`src/scst_pkg.sv`:
```
// scst_pkg: constants shared by the soft control and status block.
// assumes a 25 MHz reference clock and a 32-bit Avalon-MM register bus.
package scst_pkg;

   // reference clock
   localparam int unsigned CLK_HZ        = 25000000;
   localparam int unsigned CYC_PER_MS    = CLK_HZ / 1000;

   // documented limits, in milliseconds
   localparam int unsigned T_OFF_MS      = 100;
   localparam int unsigned T_ON_MS       = 100;
   localparam int unsigned T_INIT_MS     = 300;
   localparam int unsigned T_FAULT_MS    = 100;
   localparam int unsigned T_LOSS_MS     = 100;
   localparam int unsigned T_DATA_MS     = 1000;
   localparam int unsigned T_SERIAL_MS   = 300;

   // longest times round down to whole cycles
   localparam int unsigned INIT_CYC      = T_INIT_MS * CYC_PER_MS;
   localparam int unsigned DATA_CYC      = T_DATA_MS * CYC_PER_MS;
   localparam int unsigned SERIAL_CYC    = T_SERIAL_MS * CYC_PER_MS;

   // register byte offsets
   localparam logic [3:0] OFS_CTRL       = 4'h0;
   localparam logic [3:0] OFS_STATUS     = 4'h4;
   localparam logic [3:0] OFS_EVENT      = 4'h8;
   localparam logic [3:0] OFS_MASK       = 4'hc;

   // control fields
   localparam int unsigned CTRL_TX_OFF   = 0;
   localparam int unsigned CTRL_RATE_SEL = 1;
   localparam int unsigned CTRL_LINK_SYN = 2;
   localparam int unsigned CTRL_W        = 3;
   localparam logic [2:0]  CTRL_RST      = 3'h0;

   // status fields
   localparam int unsigned ST_TX_FAULT   = 0;
   localparam int unsigned ST_LIGHT_ABS  = 1;
   localparam int unsigned ST_DATA_RDY   = 2;
   localparam int unsigned ST_LASER_ON   = 3;
   localparam int unsigned ST_PENDING    = 4;
   localparam int unsigned ST_W          = 5;

   // event and mask fields
   localparam int unsigned EV_FAULT      = 0;
   localparam int unsigned EV_LOST       = 1;
   localparam int unsigned EV_FOUND      = 2;
   localparam int unsigned EV_DREADY     = 3;
   localparam int unsigned EV_W          = 4;
   localparam logic [3:0]  EV_RST        = 4'h0;

endpackage

```
`src/scst_sync.sv`:
```
// scst_sync: two-flop synchroniser, one per bit.
// assumes inputs are asynchronous to ref_clk_i.
`timescale 1ns/10ps
module scst_sync #(
   parameter int unsigned W = 1
) (
   input  wire logic         ref_clk_i,   // reference clock
   input  wire logic         reset_n_i,   // sync reset, active low
   input  wire logic [W-1:0] async_i,     // raw inputs
   output logic      [W-1:0] sync_o       // synchronised levels
);

   logic [W-1:0] meta_r;
   logic [W-1:0] meta_nxt;
   logic [W-1:0] sync_r;
   logic [W-1:0] sync_nxt;

   genvar g;
   generate
      for (g = 0; g < W; g++) begin : g_bit
         always_comb begin
            meta_nxt[g] = async_i[g];
            sync_nxt[g] = meta_r[g];
         end
      end
   endgenerate

   always_ff @(posedge ref_clk_i) begin
      if (!reset_n_i) begin
         meta_r <= '0;
         sync_r <= '0;
      end else begin
         meta_r <= meta_nxt;
         sync_r <= sync_nxt;
      end
   end

   assign sync_o = sync_r;

endmodule

```
`src/scst_top.sv`:
```
// scst_top: soft control and status logic of an optical transceiver.
// assumes the Avalon-MM master and the fault, light and serial-bus pins
// are outside this clock domain only where noted; pins are synchronised.
//
// Behaviour
// - soft shut-off darkens laser within 100 ms
// - clearing shut-off relights laser within 100 ms
// - laser stable 300 ms after power or fault clear
// - transmitter fault status set within 100 ms
// - light-absent status set within 100 ms
// - light-absent status cleared within 100 ms
// - bandwidth select bit stored, changes nothing
// - analog data ready flag within 1000 ms
// - management bus accepts transfers within 300 ms
// - soft write latency starts at clock fall after stop
`timescale 1ns/10ps
module scst_top
   import scst_pkg::*;
#(
   parameter int unsigned INIT_CYCLES   = INIT_CYC,
   parameter int unsigned DATA_CYCLES   = DATA_CYC,
   parameter int unsigned SERIAL_CYCLES = SERIAL_CYC
) (
   input  wire logic        ref_clk_i,          // 25 MHz clock
   input  wire logic        reset_n_i,          // sync reset, active low
   input  wire logic [3:0]  avs_address_i,      // byte address
   input  wire logic        avs_read_i,         // read request
   input  wire logic        avs_write_i,        // write request
   input  wire logic [31:0] avs_writedata_i,    // write data
   input  wire logic [3:0]  avs_byteenable_i,   // byte lanes
   output logic      [31:0] avs_readdata_o,     // read data
   output logic             avs_waitrequest_o,  // stall, active high
   input  wire logic        tx_fault_i,         // laser driver fault pin
   input  wire logic        light_absent_i,     // receiver loss of light
   input  wire logic        mgmt_scl_i,         // serial bus clock
   input  wire logic        mgmt_sda_i,         // serial bus data
   output logic             laser_enable_o,     // laser drive on
   output logic             irq_o               // level interrupt
);

   // synchronised pins
   logic [3:0] pins_s;
   logic       fault_s;
   logic       absent_s;
   logic       scl_s;
   logic       sda_s;

   scst_sync #(
      .W (4)
   ) u_sync (
      .ref_clk_i (ref_clk_i),
      .reset_n_i (reset_n_i),
      .async_i   ({mgmt_sda_i, mgmt_scl_i, light_absent_i, tx_fault_i}),
      .sync_o    (pins_s)
   );

   assign fault_s  = pins_s[0];
   assign absent_s = pins_s[1];
   assign scl_s    = pins_s[2];
   assign sda_s    = pins_s[3];

   // serial bus watcher: stop condition, then next falling clock
   logic scl_q_r,  scl_q_nxt;
   logic sda_q_r,  sda_q_nxt;
   logic stop_r,   stop_nxt;
   logic apply_r,  apply_nxt;

   always_comb begin
      scl_q_nxt = scl_s;
      sda_q_nxt = sda_s;
      stop_nxt  = stop_r;
      apply_nxt = 1'b0;
      if (scl_s && scl_q_r && sda_s && !sda_q_r) begin
         stop_nxt = 1'b1;
      end else if (stop_r && scl_q_r && !scl_s) begin
         stop_nxt  = 1'b0;
         apply_nxt = 1'b1;
      end
   end

   always_ff @(posedge ref_clk_i) begin
      if (!reset_n_i) begin
         // match the synchroniser's reset level: no false edge after reset
         scl_q_r <= 1'b0;
         sda_q_r <= 1'b0;
         stop_r  <= 1'b0;
         apply_r <= 1'b0;
      end else begin
         scl_q_r <= scl_q_nxt;
         sda_q_r <= sda_q_nxt;
         stop_r  <= stop_nxt;
         apply_r <= apply_nxt;
      end
   end

   // power-on timing
   logic [31:0] por_cnt_r, por_cnt_nxt;
   logic        bus_rdy_r, bus_rdy_nxt;
   logic        data_rdy_r, data_rdy_nxt;

   // saturates at DATA_CYCLES, so SERIAL_CYCLES must not exceed it
   always_comb begin
      por_cnt_nxt  = por_cnt_r;
      if (por_cnt_r < DATA_CYCLES) begin
         por_cnt_nxt = por_cnt_r + 32'h1;
      end
      bus_rdy_nxt  = bus_rdy_r  | (por_cnt_r >= SERIAL_CYCLES);
      data_rdy_nxt = data_rdy_r | (por_cnt_r >= DATA_CYCLES);
   end

   always_ff @(posedge ref_clk_i) begin
      if (!reset_n_i) begin
         por_cnt_r  <= 32'h0;
         bus_rdy_r  <= 1'b0;
         data_rdy_r <= 1'b0;
      end else begin
         por_cnt_r  <= por_cnt_nxt;
         bus_rdy_r  <= bus_rdy_nxt;
         data_rdy_r <= data_rdy_nxt;
      end
   end

   // register bus: one-cycle answer, waitrequest low for one cycle
   logic [CTRL_W-1:0] ctrl_r,    ctrl_nxt;
   logic              pend_r,    pend_nxt;
   logic              pend_v_r,  pend_v_nxt;
   logic [EV_W-1:0]   event_r,   event_nxt;
   logic [EV_W-1:0]   mask_r,    mask_nxt;
   logic [31:0]       rdata_r,   rdata_nxt;
   logic              wait_r,    wait_nxt;
   logic [ST_W-1:0]   status;
   logic              wr_take;
   logic              wr_lane0;
   logic [EV_W-1:0]   ev_set;

   // state driven by the laser logic below
   logic              fault_r;
   logic              absent_r;
   logic              laser_r;

   assign wr_take  = avs_write_i && !wait_r;
   assign wr_lane0 = wr_take && avs_byteenable_i[0];

   always_comb begin
      status               = '0;
      status[ST_TX_FAULT]  = fault_r;
      status[ST_LIGHT_ABS] = absent_r;
      status[ST_DATA_RDY]  = data_rdy_r;
      status[ST_LASER_ON]  = laser_r;
      status[ST_PENDING]   = pend_r;
   end

   always_comb begin
      wait_nxt  = 1'b1;
      rdata_nxt = rdata_r;
      // refused until the management side is up
      if ((avs_read_i || avs_write_i) && wait_r && bus_rdy_r) begin
         wait_nxt  = 1'b0;
         rdata_nxt = 32'h0;
         if (avs_read_i) begin
            case (avs_address_i)
               OFS_CTRL:   rdata_nxt = {29'h0, ctrl_r};
               OFS_STATUS: rdata_nxt = {27'h0, status};
               OFS_EVENT:  rdata_nxt = {28'h0, event_r};
               OFS_MASK:   rdata_nxt = {28'h0, mask_r};
               default:    rdata_nxt = 32'h0;
            endcase
         end
      end
   end

   always_comb begin
      ctrl_nxt   = ctrl_r;
      pend_nxt   = pend_r;
      pend_v_nxt = pend_v_r;
      mask_nxt   = mask_r;
      if (wr_lane0 && avs_address_i == OFS_CTRL) begin
         // bandwidth select is stored for read-back only
         ctrl_nxt[CTRL_RATE_SEL] = avs_writedata_i[CTRL_RATE_SEL];
         ctrl_nxt[CTRL_LINK_SYN] = avs_writedata_i[CTRL_LINK_SYN];
         if (avs_writedata_i[CTRL_LINK_SYN]) begin
            pend_nxt   = 1'b1;
            pend_v_nxt = avs_writedata_i[CTRL_TX_OFF];
         end else begin
            pend_nxt = 1'b0;
            ctrl_nxt[CTRL_TX_OFF] = avs_writedata_i[CTRL_TX_OFF];
         end
      end else if (pend_r && apply_r) begin
         // timed from the clock fall after the serial stop
         pend_nxt = 1'b0;
         ctrl_nxt[CTRL_TX_OFF] = pend_v_r;
      end
      if (wr_lane0 && avs_address_i == OFS_MASK) begin
         mask_nxt = avs_writedata_i[EV_W-1:0];
      end
   end

   always_comb begin
      event_nxt = event_r;
      if (wr_lane0 && avs_address_i == OFS_EVENT) begin
         event_nxt = event_r & ~avs_writedata_i[EV_W-1:0];
      end
      // a new event wins over a clear in the same cycle
      event_nxt = event_nxt | ev_set;
   end

   always_ff @(posedge ref_clk_i) begin
      if (!reset_n_i) begin
         ctrl_r   <= CTRL_RST;
         pend_r   <= 1'b0;
         pend_v_r <= 1'b0;
         event_r  <= EV_RST;
         mask_r   <= EV_RST;
         rdata_r  <= 32'h0;
         wait_r   <= 1'b1;
      end else begin
         ctrl_r   <= ctrl_nxt;
         pend_r   <= pend_nxt;
         pend_v_r <= pend_v_nxt;
         event_r  <= event_nxt;
         mask_r   <= mask_nxt;
         rdata_r  <= rdata_nxt;
         wait_r   <= wait_nxt;
      end
   end

   // laser and receiver status
   logic [31:0] init_cnt_r, init_cnt_nxt;
   logic        fault_nxt;
   logic        absent_nxt;
   logic        laser_nxt;
   logic        irq_r, irq_nxt;
   logic        init_done;

   assign init_done = (init_cnt_r >= INIT_CYCLES);

   always_comb begin
      fault_nxt = fault_r;
      if (fault_s) begin
         fault_nxt = 1'b1;
      end else if (ctrl_r[CTRL_TX_OFF]) begin
         // a fault is only reset by setting the shut-off bit
         fault_nxt = 1'b0;
      end
      absent_nxt = absent_s;
      // restart the settle time while a fault holds the laser off
      init_cnt_nxt = init_cnt_r;
      if (fault_r) begin
         init_cnt_nxt = 32'h0;
      end else if (!init_done) begin
         init_cnt_nxt = init_cnt_r + 32'h1;
      end
      // one cycle from the shut-off bit to the laser drive
      laser_nxt = init_done && !fault_r
                  && !ctrl_r[CTRL_TX_OFF];
      irq_nxt   = |(event_r & mask_r);
   end

   always_comb begin
      ev_set            = '0;
      ev_set[EV_FAULT]  = fault_nxt && !fault_r;
      ev_set[EV_LOST]   = absent_nxt && !absent_r;
      ev_set[EV_FOUND]  = !absent_nxt && absent_r;
      ev_set[EV_DREADY] = data_rdy_nxt && !data_rdy_r;
   end

   always_ff @(posedge ref_clk_i) begin
      if (!reset_n_i) begin
         fault_r    <= 1'b0;
         absent_r   <= 1'b0;
         init_cnt_r <= 32'h0;
         laser_r    <= 1'b0;
         irq_r      <= 1'b0;
      end else begin
         fault_r    <= fault_nxt;
         absent_r   <= absent_nxt;
         init_cnt_r <= init_cnt_nxt;
         laser_r    <= laser_nxt;
         irq_r      <= irq_nxt;
      end
   end

   assign avs_readdata_o    = rdata_r;
   assign avs_waitrequest_o = wait_r;
   assign laser_enable_o    = laser_r;
   assign irq_o             = irq_r;

endmodule

```
`config.mk`:
```
export PLATFORM = sky130hd
export DESIGN_NAME = scst_top
export DESIGN_NICKNAME = d
export VERILOG_FILES = /design/src/scst_pkg.sv /design/src/scst_sync.sv /design/src/scst_top.sv
export SDC_FILE = /design/constraint.sdc
export NUM_CORES = 1
export LEC_CHECK = 0
export BUFFER_PORTS_ARGS = -buffer_cell sky130_fd_sc_hd__buf_4
export CAP_MARGIN = 20
export CORE_ASPECT_RATIO = 0.75
export CORE_MARGIN = 2
export CORE_UTILIZATION = 40
export CTS_BUF_LIST = sky130_fd_sc_hd__clkbuf_2 sky130_fd_sc_hd__clkbuf_4 sky130_fd_sc_hd__clkbuf_8
export DETAILED_ROUTE_END_ITERATION = 12
export PLACE_DENSITY_LB_ADDON = 0.05
export REMOVE_ABC_BUFFERS = 1
export SLEW_MARGIN = 10
export SYNTH_ARGS = -nofsm -noshare
export SYNTH_HDL_FRONTEND = slang
export SYNTH_SLANG_ARGS = --single-unit
```
`constraint.sdc`:
```
create_clock -name ref_clk_i -period 2.16 [get_ports ref_clk_i]
set_clock_uncertainty 0.2 [all_clocks]
set_input_delay 0.432 -clock ref_clk_i [delete_from_list [all_inputs] [get_ports ref_clk_i]]
set_output_delay 0.432 -clock ref_clk_i [all_outputs]
set_load 0.01 [all_outputs]
```
==> out/results.tsv, run 1 <==
stage	metric	value	unit
route	dr.pass1.iters	4	
timing	fmax	461	MHz
timing	rsz0062_at_grt	yes	
power_and_ir_drop	peakVddDrop	278	µV
route	via_per_inst	5.18	
grt	grt_max_degree	43	
status	outcome	complete, but fails checks	
min_path	min_to	u_sync.meta_r[0]$_SDFF_PN0_	
synth	syn_area	4650	µm²
placed_design	dpl.cell_count	717	
worst_setup_path	startpoint_type	register	
floorplan	die_x	129	µm
route	drc_errors	0	
synth	yosysWarnings	0	
grt	grt_pass1_wl	17.4	mm
cells_and_area	layout-drive-gt1-share	24.1	%
route	first_iter_violations	189	
floorplan	fp.dieArea	12500	µm²
power_and_ir_drop	p_leak	0.00219	µW
cts	numClockSinks	101	
route	wl_met2	4.33	mm
synth	ys_ff_latch	101	
route	highest_layer	met4	
cts	ctsHoldBuffers	0	
worst_setup_path	rrSetupSlack	-9	ps
synth	avgSynthCellArea	8.77	µm²
worst_setup_path	worstSetupPathType	reg2reg	
route	met3_length	508	µm
timing	report.final.hold_viol_count	0	
placed_design	port_buffers	24	
floorplan	fp.dieH	97.4	µm
cts	cts_max_level	3	
cells_and_area	diodes	0	
power_and_ir_drop	clockPowerShare	40.0	%
worst_setup_path	regToRegEndpoint	por_cnt_r[6]$_SDFFE_PN0N_	
timing	finalSetupViolCount	2	
cts	root_buffer	clkbuf_8	
power_and_ir_drop	seq_power_share	55.1	%
synth	synth_cell_types	63	
worst_setup_path	arrival	2260	ps
synth	synth-edff-count	0	
floorplan	start_util	40.5	%
synth	synth_cells	530	
cts	clockBufferDepth	2	
route	drt-met1-wl	5.68	mm
timing	drv_slew	0	
cells_and_area	fillerInstances	1110	
worst_setup_path	r2r_cells	6	
route	totalWireLength	10.6	mm
min_path	min_from	tx_fault_i	
grt	antenna_found_initial	0	
worst_setup_path	crit_path_end_kind	register	
route	post_drt_wl_per_cell	14.3	µm
cts	clock_latency	370	ps
worst_setup_path	path_max_fanout	6	
timing	hold_slack	62.5	ps
cells_and_area	num-nets-final	644	
placed_design	dpl_cell_area	5150	µm²
worst_setup_path	r2r-start	por_cnt_r[25]$_SDFFE_PN0N_	
power_and_ir_drop	pwr-share-comb	4.9	%
route	route.antenna.remaining_nets	0	
placed_design	place_congestion	0.748	
synth	synth_ff_type	dfxtp_1	
floorplan	io_pins	83	
grt	grt.overflow.total	0	
timing	slew_headroom	64.7	%
cells_and_area	multi_input_area	2580	µm²
route	vias	3842	
timing	tightest_slew	526	ps
power_and_ir_drop	p_int	2640	µW
cells_and_area	syn2layout_area_growth	23.3	%
floorplan	core	11500	µm²
cells_and_area	final_cells	741	
min_path	hold_depth	2	
cells_and_area	seqCellArea	2030	µm²
cts	cts_buffers	9	
synth	yosysSeqAreaShare	43.5	%
timing	postLayoutSetupSlackWorst	-9.10	ps
min_path	hold_path_class	in2reg	
cells_and_area	design_area	5730	µm²
grt	grtUsageTotal	17.2	%
cells_and_area	fin_util	49.9	%
synth	ys_async_sr_fraction	0	%
power_and_ir_drop	p_sw	800	µW
worst_setup_path	crit_required	2250	ps
floorplan	row_count	34	
timing	fin_crit_sh	100	%
timing	fin_crit	2170	ps
power_and_ir_drop	p_sw_share	23.3	%
grt	grt_pass1_vias	3546	
power_and_ir_drop	p_per_area	600	nW/µm²
placed_design	dp_hpwl	7.15	mm
job	cap_violations	0	
cts	tritoncts	built	
cts	cts.reportedPaths.clkPinSlew	110	ps
status	violations	setup timing	
-- cell usage after synthesis (all sizes together) (3+ instances only) --
master	instances	area, µm²
dfxtp	101	2020
o311ai	3	26.3
or4	8	60.1
clkbuf	17	63.8
xnor2	3	26.3
buf	34	246
mux2i	18	180
a22oi	3	22.5
a31oi	7	43.8
a41o	3	30.0
and2	33	206
nor3	16	85.1
a31o	3	26.3
a211oi	3	27.5
nand4	12	75.1
nor4	9	62.6
o21ai	13	65.1
and4	4	35.0
a21oi	35	175
or2	3	18.8
o31ai	9	67.6
or3	11	68.8
nand3	22	115
nand2b	13	81.3
nor2	43	161
ha	4	50.1
inv	18	67.6
o41ai	4	35.0
mux4	3	67.6
nor2b	3	18.8
nand2	45	169
-- sequential cells by signal (all words and copies together), names as in the netlist --
signal and cells:
event_r 4, u_sync.meta_r 4, pend_r 1, laser_enable_o 1, scl_q_r 1, sda_q_r 1
fault_r 1, u_sync.sync_o 4, mask_r 4, avs_readdata_o 5, absent_r 1, init_cnt_r 32
ctrl_r 3, data_rdy_r 1, pend_v_r 1, stop_r 1, irq_o 1, avs_waitrequest_o 1
bus_rdy_r 1, por_cnt_r 32, apply_r 1
-- area by class of cell --
type	count	area share, %
Multi-Input combinational cell	386	45.0
Sequential cell	101	35.5
Timing Repair Buffer	76	11.2
Tap cell	144	3.14
Clock buffer	10	2.40
Clock inverter	6	1.64
Inverter	18	1.18
-- worst max path at each step --
stage | start | to
3_5_place_dp | por_cnt_r[25]$_SDFFE_PN0N_ | por_cnt_r[5]$_SDFFE_PN0N_
3_3_place_gp | por_cnt_r[25]$_SDFFE_PN0N_ | por_cnt_r[9]$_SDFFE_PN0N_
4_1_cts | por_cnt_r[25]$_SDFFE_PN0N_ | por_cnt_r[5]$_SDFFE_PN0N_
5_1_grt | por_cnt_r[25]$_SDFFE_PN0N_ | por_cnt_r[14]$_SDFFE_PN0N_
6_report | por_cnt_r[25]$_SDFFE_PN0N_ | por_cnt_r[6]$_SDFFE_PN0N_
2_1_floorplan | avs_address_i[1] | pend_v_r$_SDFFE_PN0P_
-- power by group through the flow --
stage,clock (µW),combinational [µW],sequential [µW]
after detailed placement,0,166,1940
final,1380,167,1900
after global routing,1500,192,1900
after floorplan,0,88.0,1940
after global placement,0,162,1940
after CTS,1430,167,1900
-- cells by family (layout without fill, tap and decap cells) --
kind of cell	after synthesis	in the layout	share of synthesized area, %
AOI/OAI and AO/OA	98	98	14.2
xor gates and xnor gates	3	3	0.565
adders and majority gates	4	4	1.08
buffers and inverters	69	110	8.12
DFF	101	101	43.5
muxes	23	23	5.81
other	1	27	0.0806
and+or+nand+nor	231	231	26.7
-- worst max-delay path, cell delays in order (launching register included) --
cell     delay, ps
dfxtp_2        340
nor4_4         280
nand3_1        130
a211o_4        370
buf_12         150
or4_4          510
a21oi_2        130
-- cell usage in the layout (no fill, tap or decap), types with 4 or more instances in the layout --
master    netlist  final
a21oi_1        35     28
a21oi_2         0      7
a31oi_1         7      6
and2_1         33     33
and4_1          4      4
buf_4          29     68
clkbuf_8        0     10
conb_1          1     27
dfxtp_1       101     96
ha_1            4      4
inv_1          18     18
mux2i_1        18     18
nand2_1        45     45
nand2b_1       13     13
nand3_1        21     19
nand4_1        12     12
nor2_1         43     43
nor3_1         15     11
nor3_2          1      5
nor4_2          1      5
nor4_4          0      4
o21ai_0         9      8
o21ai_1         4      5
o31ai_1         9      7
o41ai_1         4      4
or3_1          11      9
or4_4           0      5
-- layer usage --
layer | up-vias | GRT usage (%)
met3 | 5 | 4.13
met2 | 85 | 23.6
met1 | 1786 | 26.5
li1 | 1966 | -
met5 | - | 0
met4 | 0 | 4.85
-- repair_timing --
action / 4_1_cts / 5_1_grt
endpoints found under the setup margin: 8 / 29
resized for setup: 3 / 51
pin swaps: 1 / 30
buffers inserted: 0 / 5
cloned: 0 / 3
-- per-stage QoR --
stage,setup TNS (ps),power (µW),setup slack (ps)
6_report,-13.3,3440,-9.10
5_1_grt,-834,3590,-128
4_1_cts,0,3490,24.2
3_5_place_dp,-2.22,2110,-2.22
2_1_floorplan,-1450,2030,-225
3_3_place_gp,-23.1,2100,-14.9
No activity file was read; power rests on OpenSTA's default activity.
==> run 2, diff against run 1 <==
- BUFFER_PORTS_ARGS: -buffer_cell sky130_fd_sc_hd__buf_4 -> unset
- DONT_BUFFER_PORTS: unset -> 1
- SKIP_LAST_GASP: unset -> 1
==> run 2 against run 1 <==
- maximum frequency down 4.6%
- the run still ends with setup timing left
- clock power is 6% lower
- worst hold slack lost 36 ps
- first-iteration DRC count fell by 7.4%
- register-to-register slack lost 100 ps
- via count fell by 0.57%
- power is 2.5% lower
- non-clock buffer count fell by 12
- design area is 0.57% lower
- worst setup slack lost 100 ps
- core utilization down 0.28 points
- combinational power is 8% lower
==> out/results.tsv, run 2 (same netlist as run 1, synthesis figures left out) <==
stage	metric	value	unit
timing	fin_crit	2270	ps
grt	grt_pass1_vias	3448	
route	via_per_inst	5.24	
timing	drv_slew	0	
cells_and_area	fillerInstances	1081	
cells_and_area	seqCellArea	2030	µm²
cts	root_buffer	clkbuf_8	
cts	tritoncts	built	
cells_and_area	layout-drive-gt1-share	20.7	%
grt	grt.overflow.total	0	
floorplan	fp.dieH	97.4	µm
route	totalWireLength	11.1	mm
power_and_ir_drop	p_leak	0.00212	µW
grt	grt_pass1_wl	17.5	mm
cts	cts_max_level	3	
route	post_drt_wl_per_cell	15.2	µm
worst_setup_path	arrival	2390	ps
status	outcome	complete, but fails checks	
power_and_ir_drop	p_per_area	588	nW/µm²
route	drc_errors	0	
worst_setup_path	worstSetupPathType	reg2reg	
cts	clockBufferDepth	2	
cts	clock_latency	380	ps
cells_and_area	num-nets-final	632	
route	route.antenna.remaining_nets	0	
timing	rsz0062_at_grt	yes	
cts	cts_buffers	9	
cts	numClockSinks	101	
worst_setup_path	path_max_fanout	6	
route	vias	3820	
route	dr.pass1.iters	4	
placed_design	preCtsSetupSlack	-73.3	ps
floorplan	core	11500	µm²
worst_setup_path	crit_required	2280	ps
power_and_ir_drop	peakVddDrop	313	µV
timing	finalSetupViolCount	18	
floorplan	start_util	40.5	%
cells_and_area	final_cells	729	
placed_design	dpl.cell_count	691	
placed_design	dp_hpwl	7.02	mm
timing	fmax	440	MHz
placed_design	place_congestion	0.745	
floorplan	die_x	129	µm
timing	tns	-1050	ps
worst_setup_path	rrSetupSlack	-110	ps
timing	postLayoutSetupSlackWorst	-114	ps
cells_and_area	syn2layout_area_growth	22.6	%
cells_and_area	fin_util	49.6	%
cells_and_area	multi_input_area	2630	µm²
power_and_ir_drop	finalPower	3350	µW
floorplan	fp.dieArea	12500	µm²
worst_setup_path	crit_path_end_kind	register	
timing	report.final.hold_viol_count	0	
min_path	hold_path_class	in2reg	
cells_and_area	final_common_cell	dfxtp_1	
grt	grt_max_degree	36	
floorplan	row_count	34	
job	cap_violations	0	
worst_setup_path	startpoint_type	register	
cells_and_area	diodes	0	
placed_design	port_buffers	0	
status	violations	setup timing	
grt	grtUsageTotal	17.6	%
timing	fin_crit_sh	105	%
floorplan	io_pins	83	
cells_and_area	final_cell_mix	dfxtp_1, buf_4, nand2_1, nor2_1, and2_1	
cts	cts.reportedPaths.clkPinSlew	110	ps
route	first_iter_violations	175	
grt	antenna_found_initial	1	
run 2: cell type report:
class | instances | area share, %
Clock buffer | 9 | 2.17
Sequential cell | 101 | 35.6
Tap cell | 144 | 3.16
Inverter | 18 | 1.19
Timing Repair Buffer | 64 | 10.2
Multi-Input combinational cell | 386 | 46.1
Clock inverter | 7 | 1.54
run 2: worst paths after layout:
kind,start,to,depth (start not counted)
worst max-delay path,por_cnt_r[28]$_SDFFE_PN0N_,por_cnt_r[13]$_SDFFE_PN0N_,7
worst min-delay path,reset_n_i,por_cnt_r[21]$_SDFFE_PN0N_,2
worst min register to register,u_sync.sync_o[2]$_SDFF_PN0_,apply_r$_SDFF_PP0_,1
worst max register to register,por_cnt_r[28]$_SDFFE_PN0N_,por_cnt_r[13]$_SDFFE_PN0N_,7
run 2: worst max-delay path: stages, from the launching register on:
cell and delay, ps:
dfxtp_2 350, nor4_4 250, buf_4 160, nand3_4 60, a211o_4 370, clkbuf_16 180, or4_1 500, a21oi_1 130
run 2: routing by layer:
| metal | up-vias | global-route usage, % | wire (µm) | share of wire [%] |
|---|---|---|---|---|
| met5 | - | 0 | 0 | 0 |
| met4 | 0 | 4.52 | 127 | 1.1 |
| met3 | 12 | 4.96 | 644 | 5.8 |
| met2 | 87 | 23.4 | 4510 | 41 |
| met1 | 1775 | 27.5 | 5820 | 52 |
| li1 | 1946 | - | - | - |
run 2: where the power goes:
part	internal, µW	switching, µW	total, µW
clock	565	733	1300
combinational	57.6	96.1	154
sequential	1880	17.6	1900
total	2500	847	3350
run 2: what timing repair did:
item | CTS | global route
hold endpoints to repair | 39 | 1
buffers inserted | 1 | 6
endpoints found under the setup margin | 21 | 40
gates resized for setup | 3 | 53
pin swaps | 1 | 22
hold buffers | 11 | 1
cloned | 0 | 3
run 2: stage by stage:
| stage | hold WS [ps] | cell area, µm² |
|---|---|---|
| final | 26.2 | 5700 |
| after global routing | 5.09 | 5700 |
| after CTS | 2.30 | 5310 |
| after detailed placement | 219 | 4960 |
| after global placement | 214 | 4960 |
| after floorplan | 203 | 4440 |
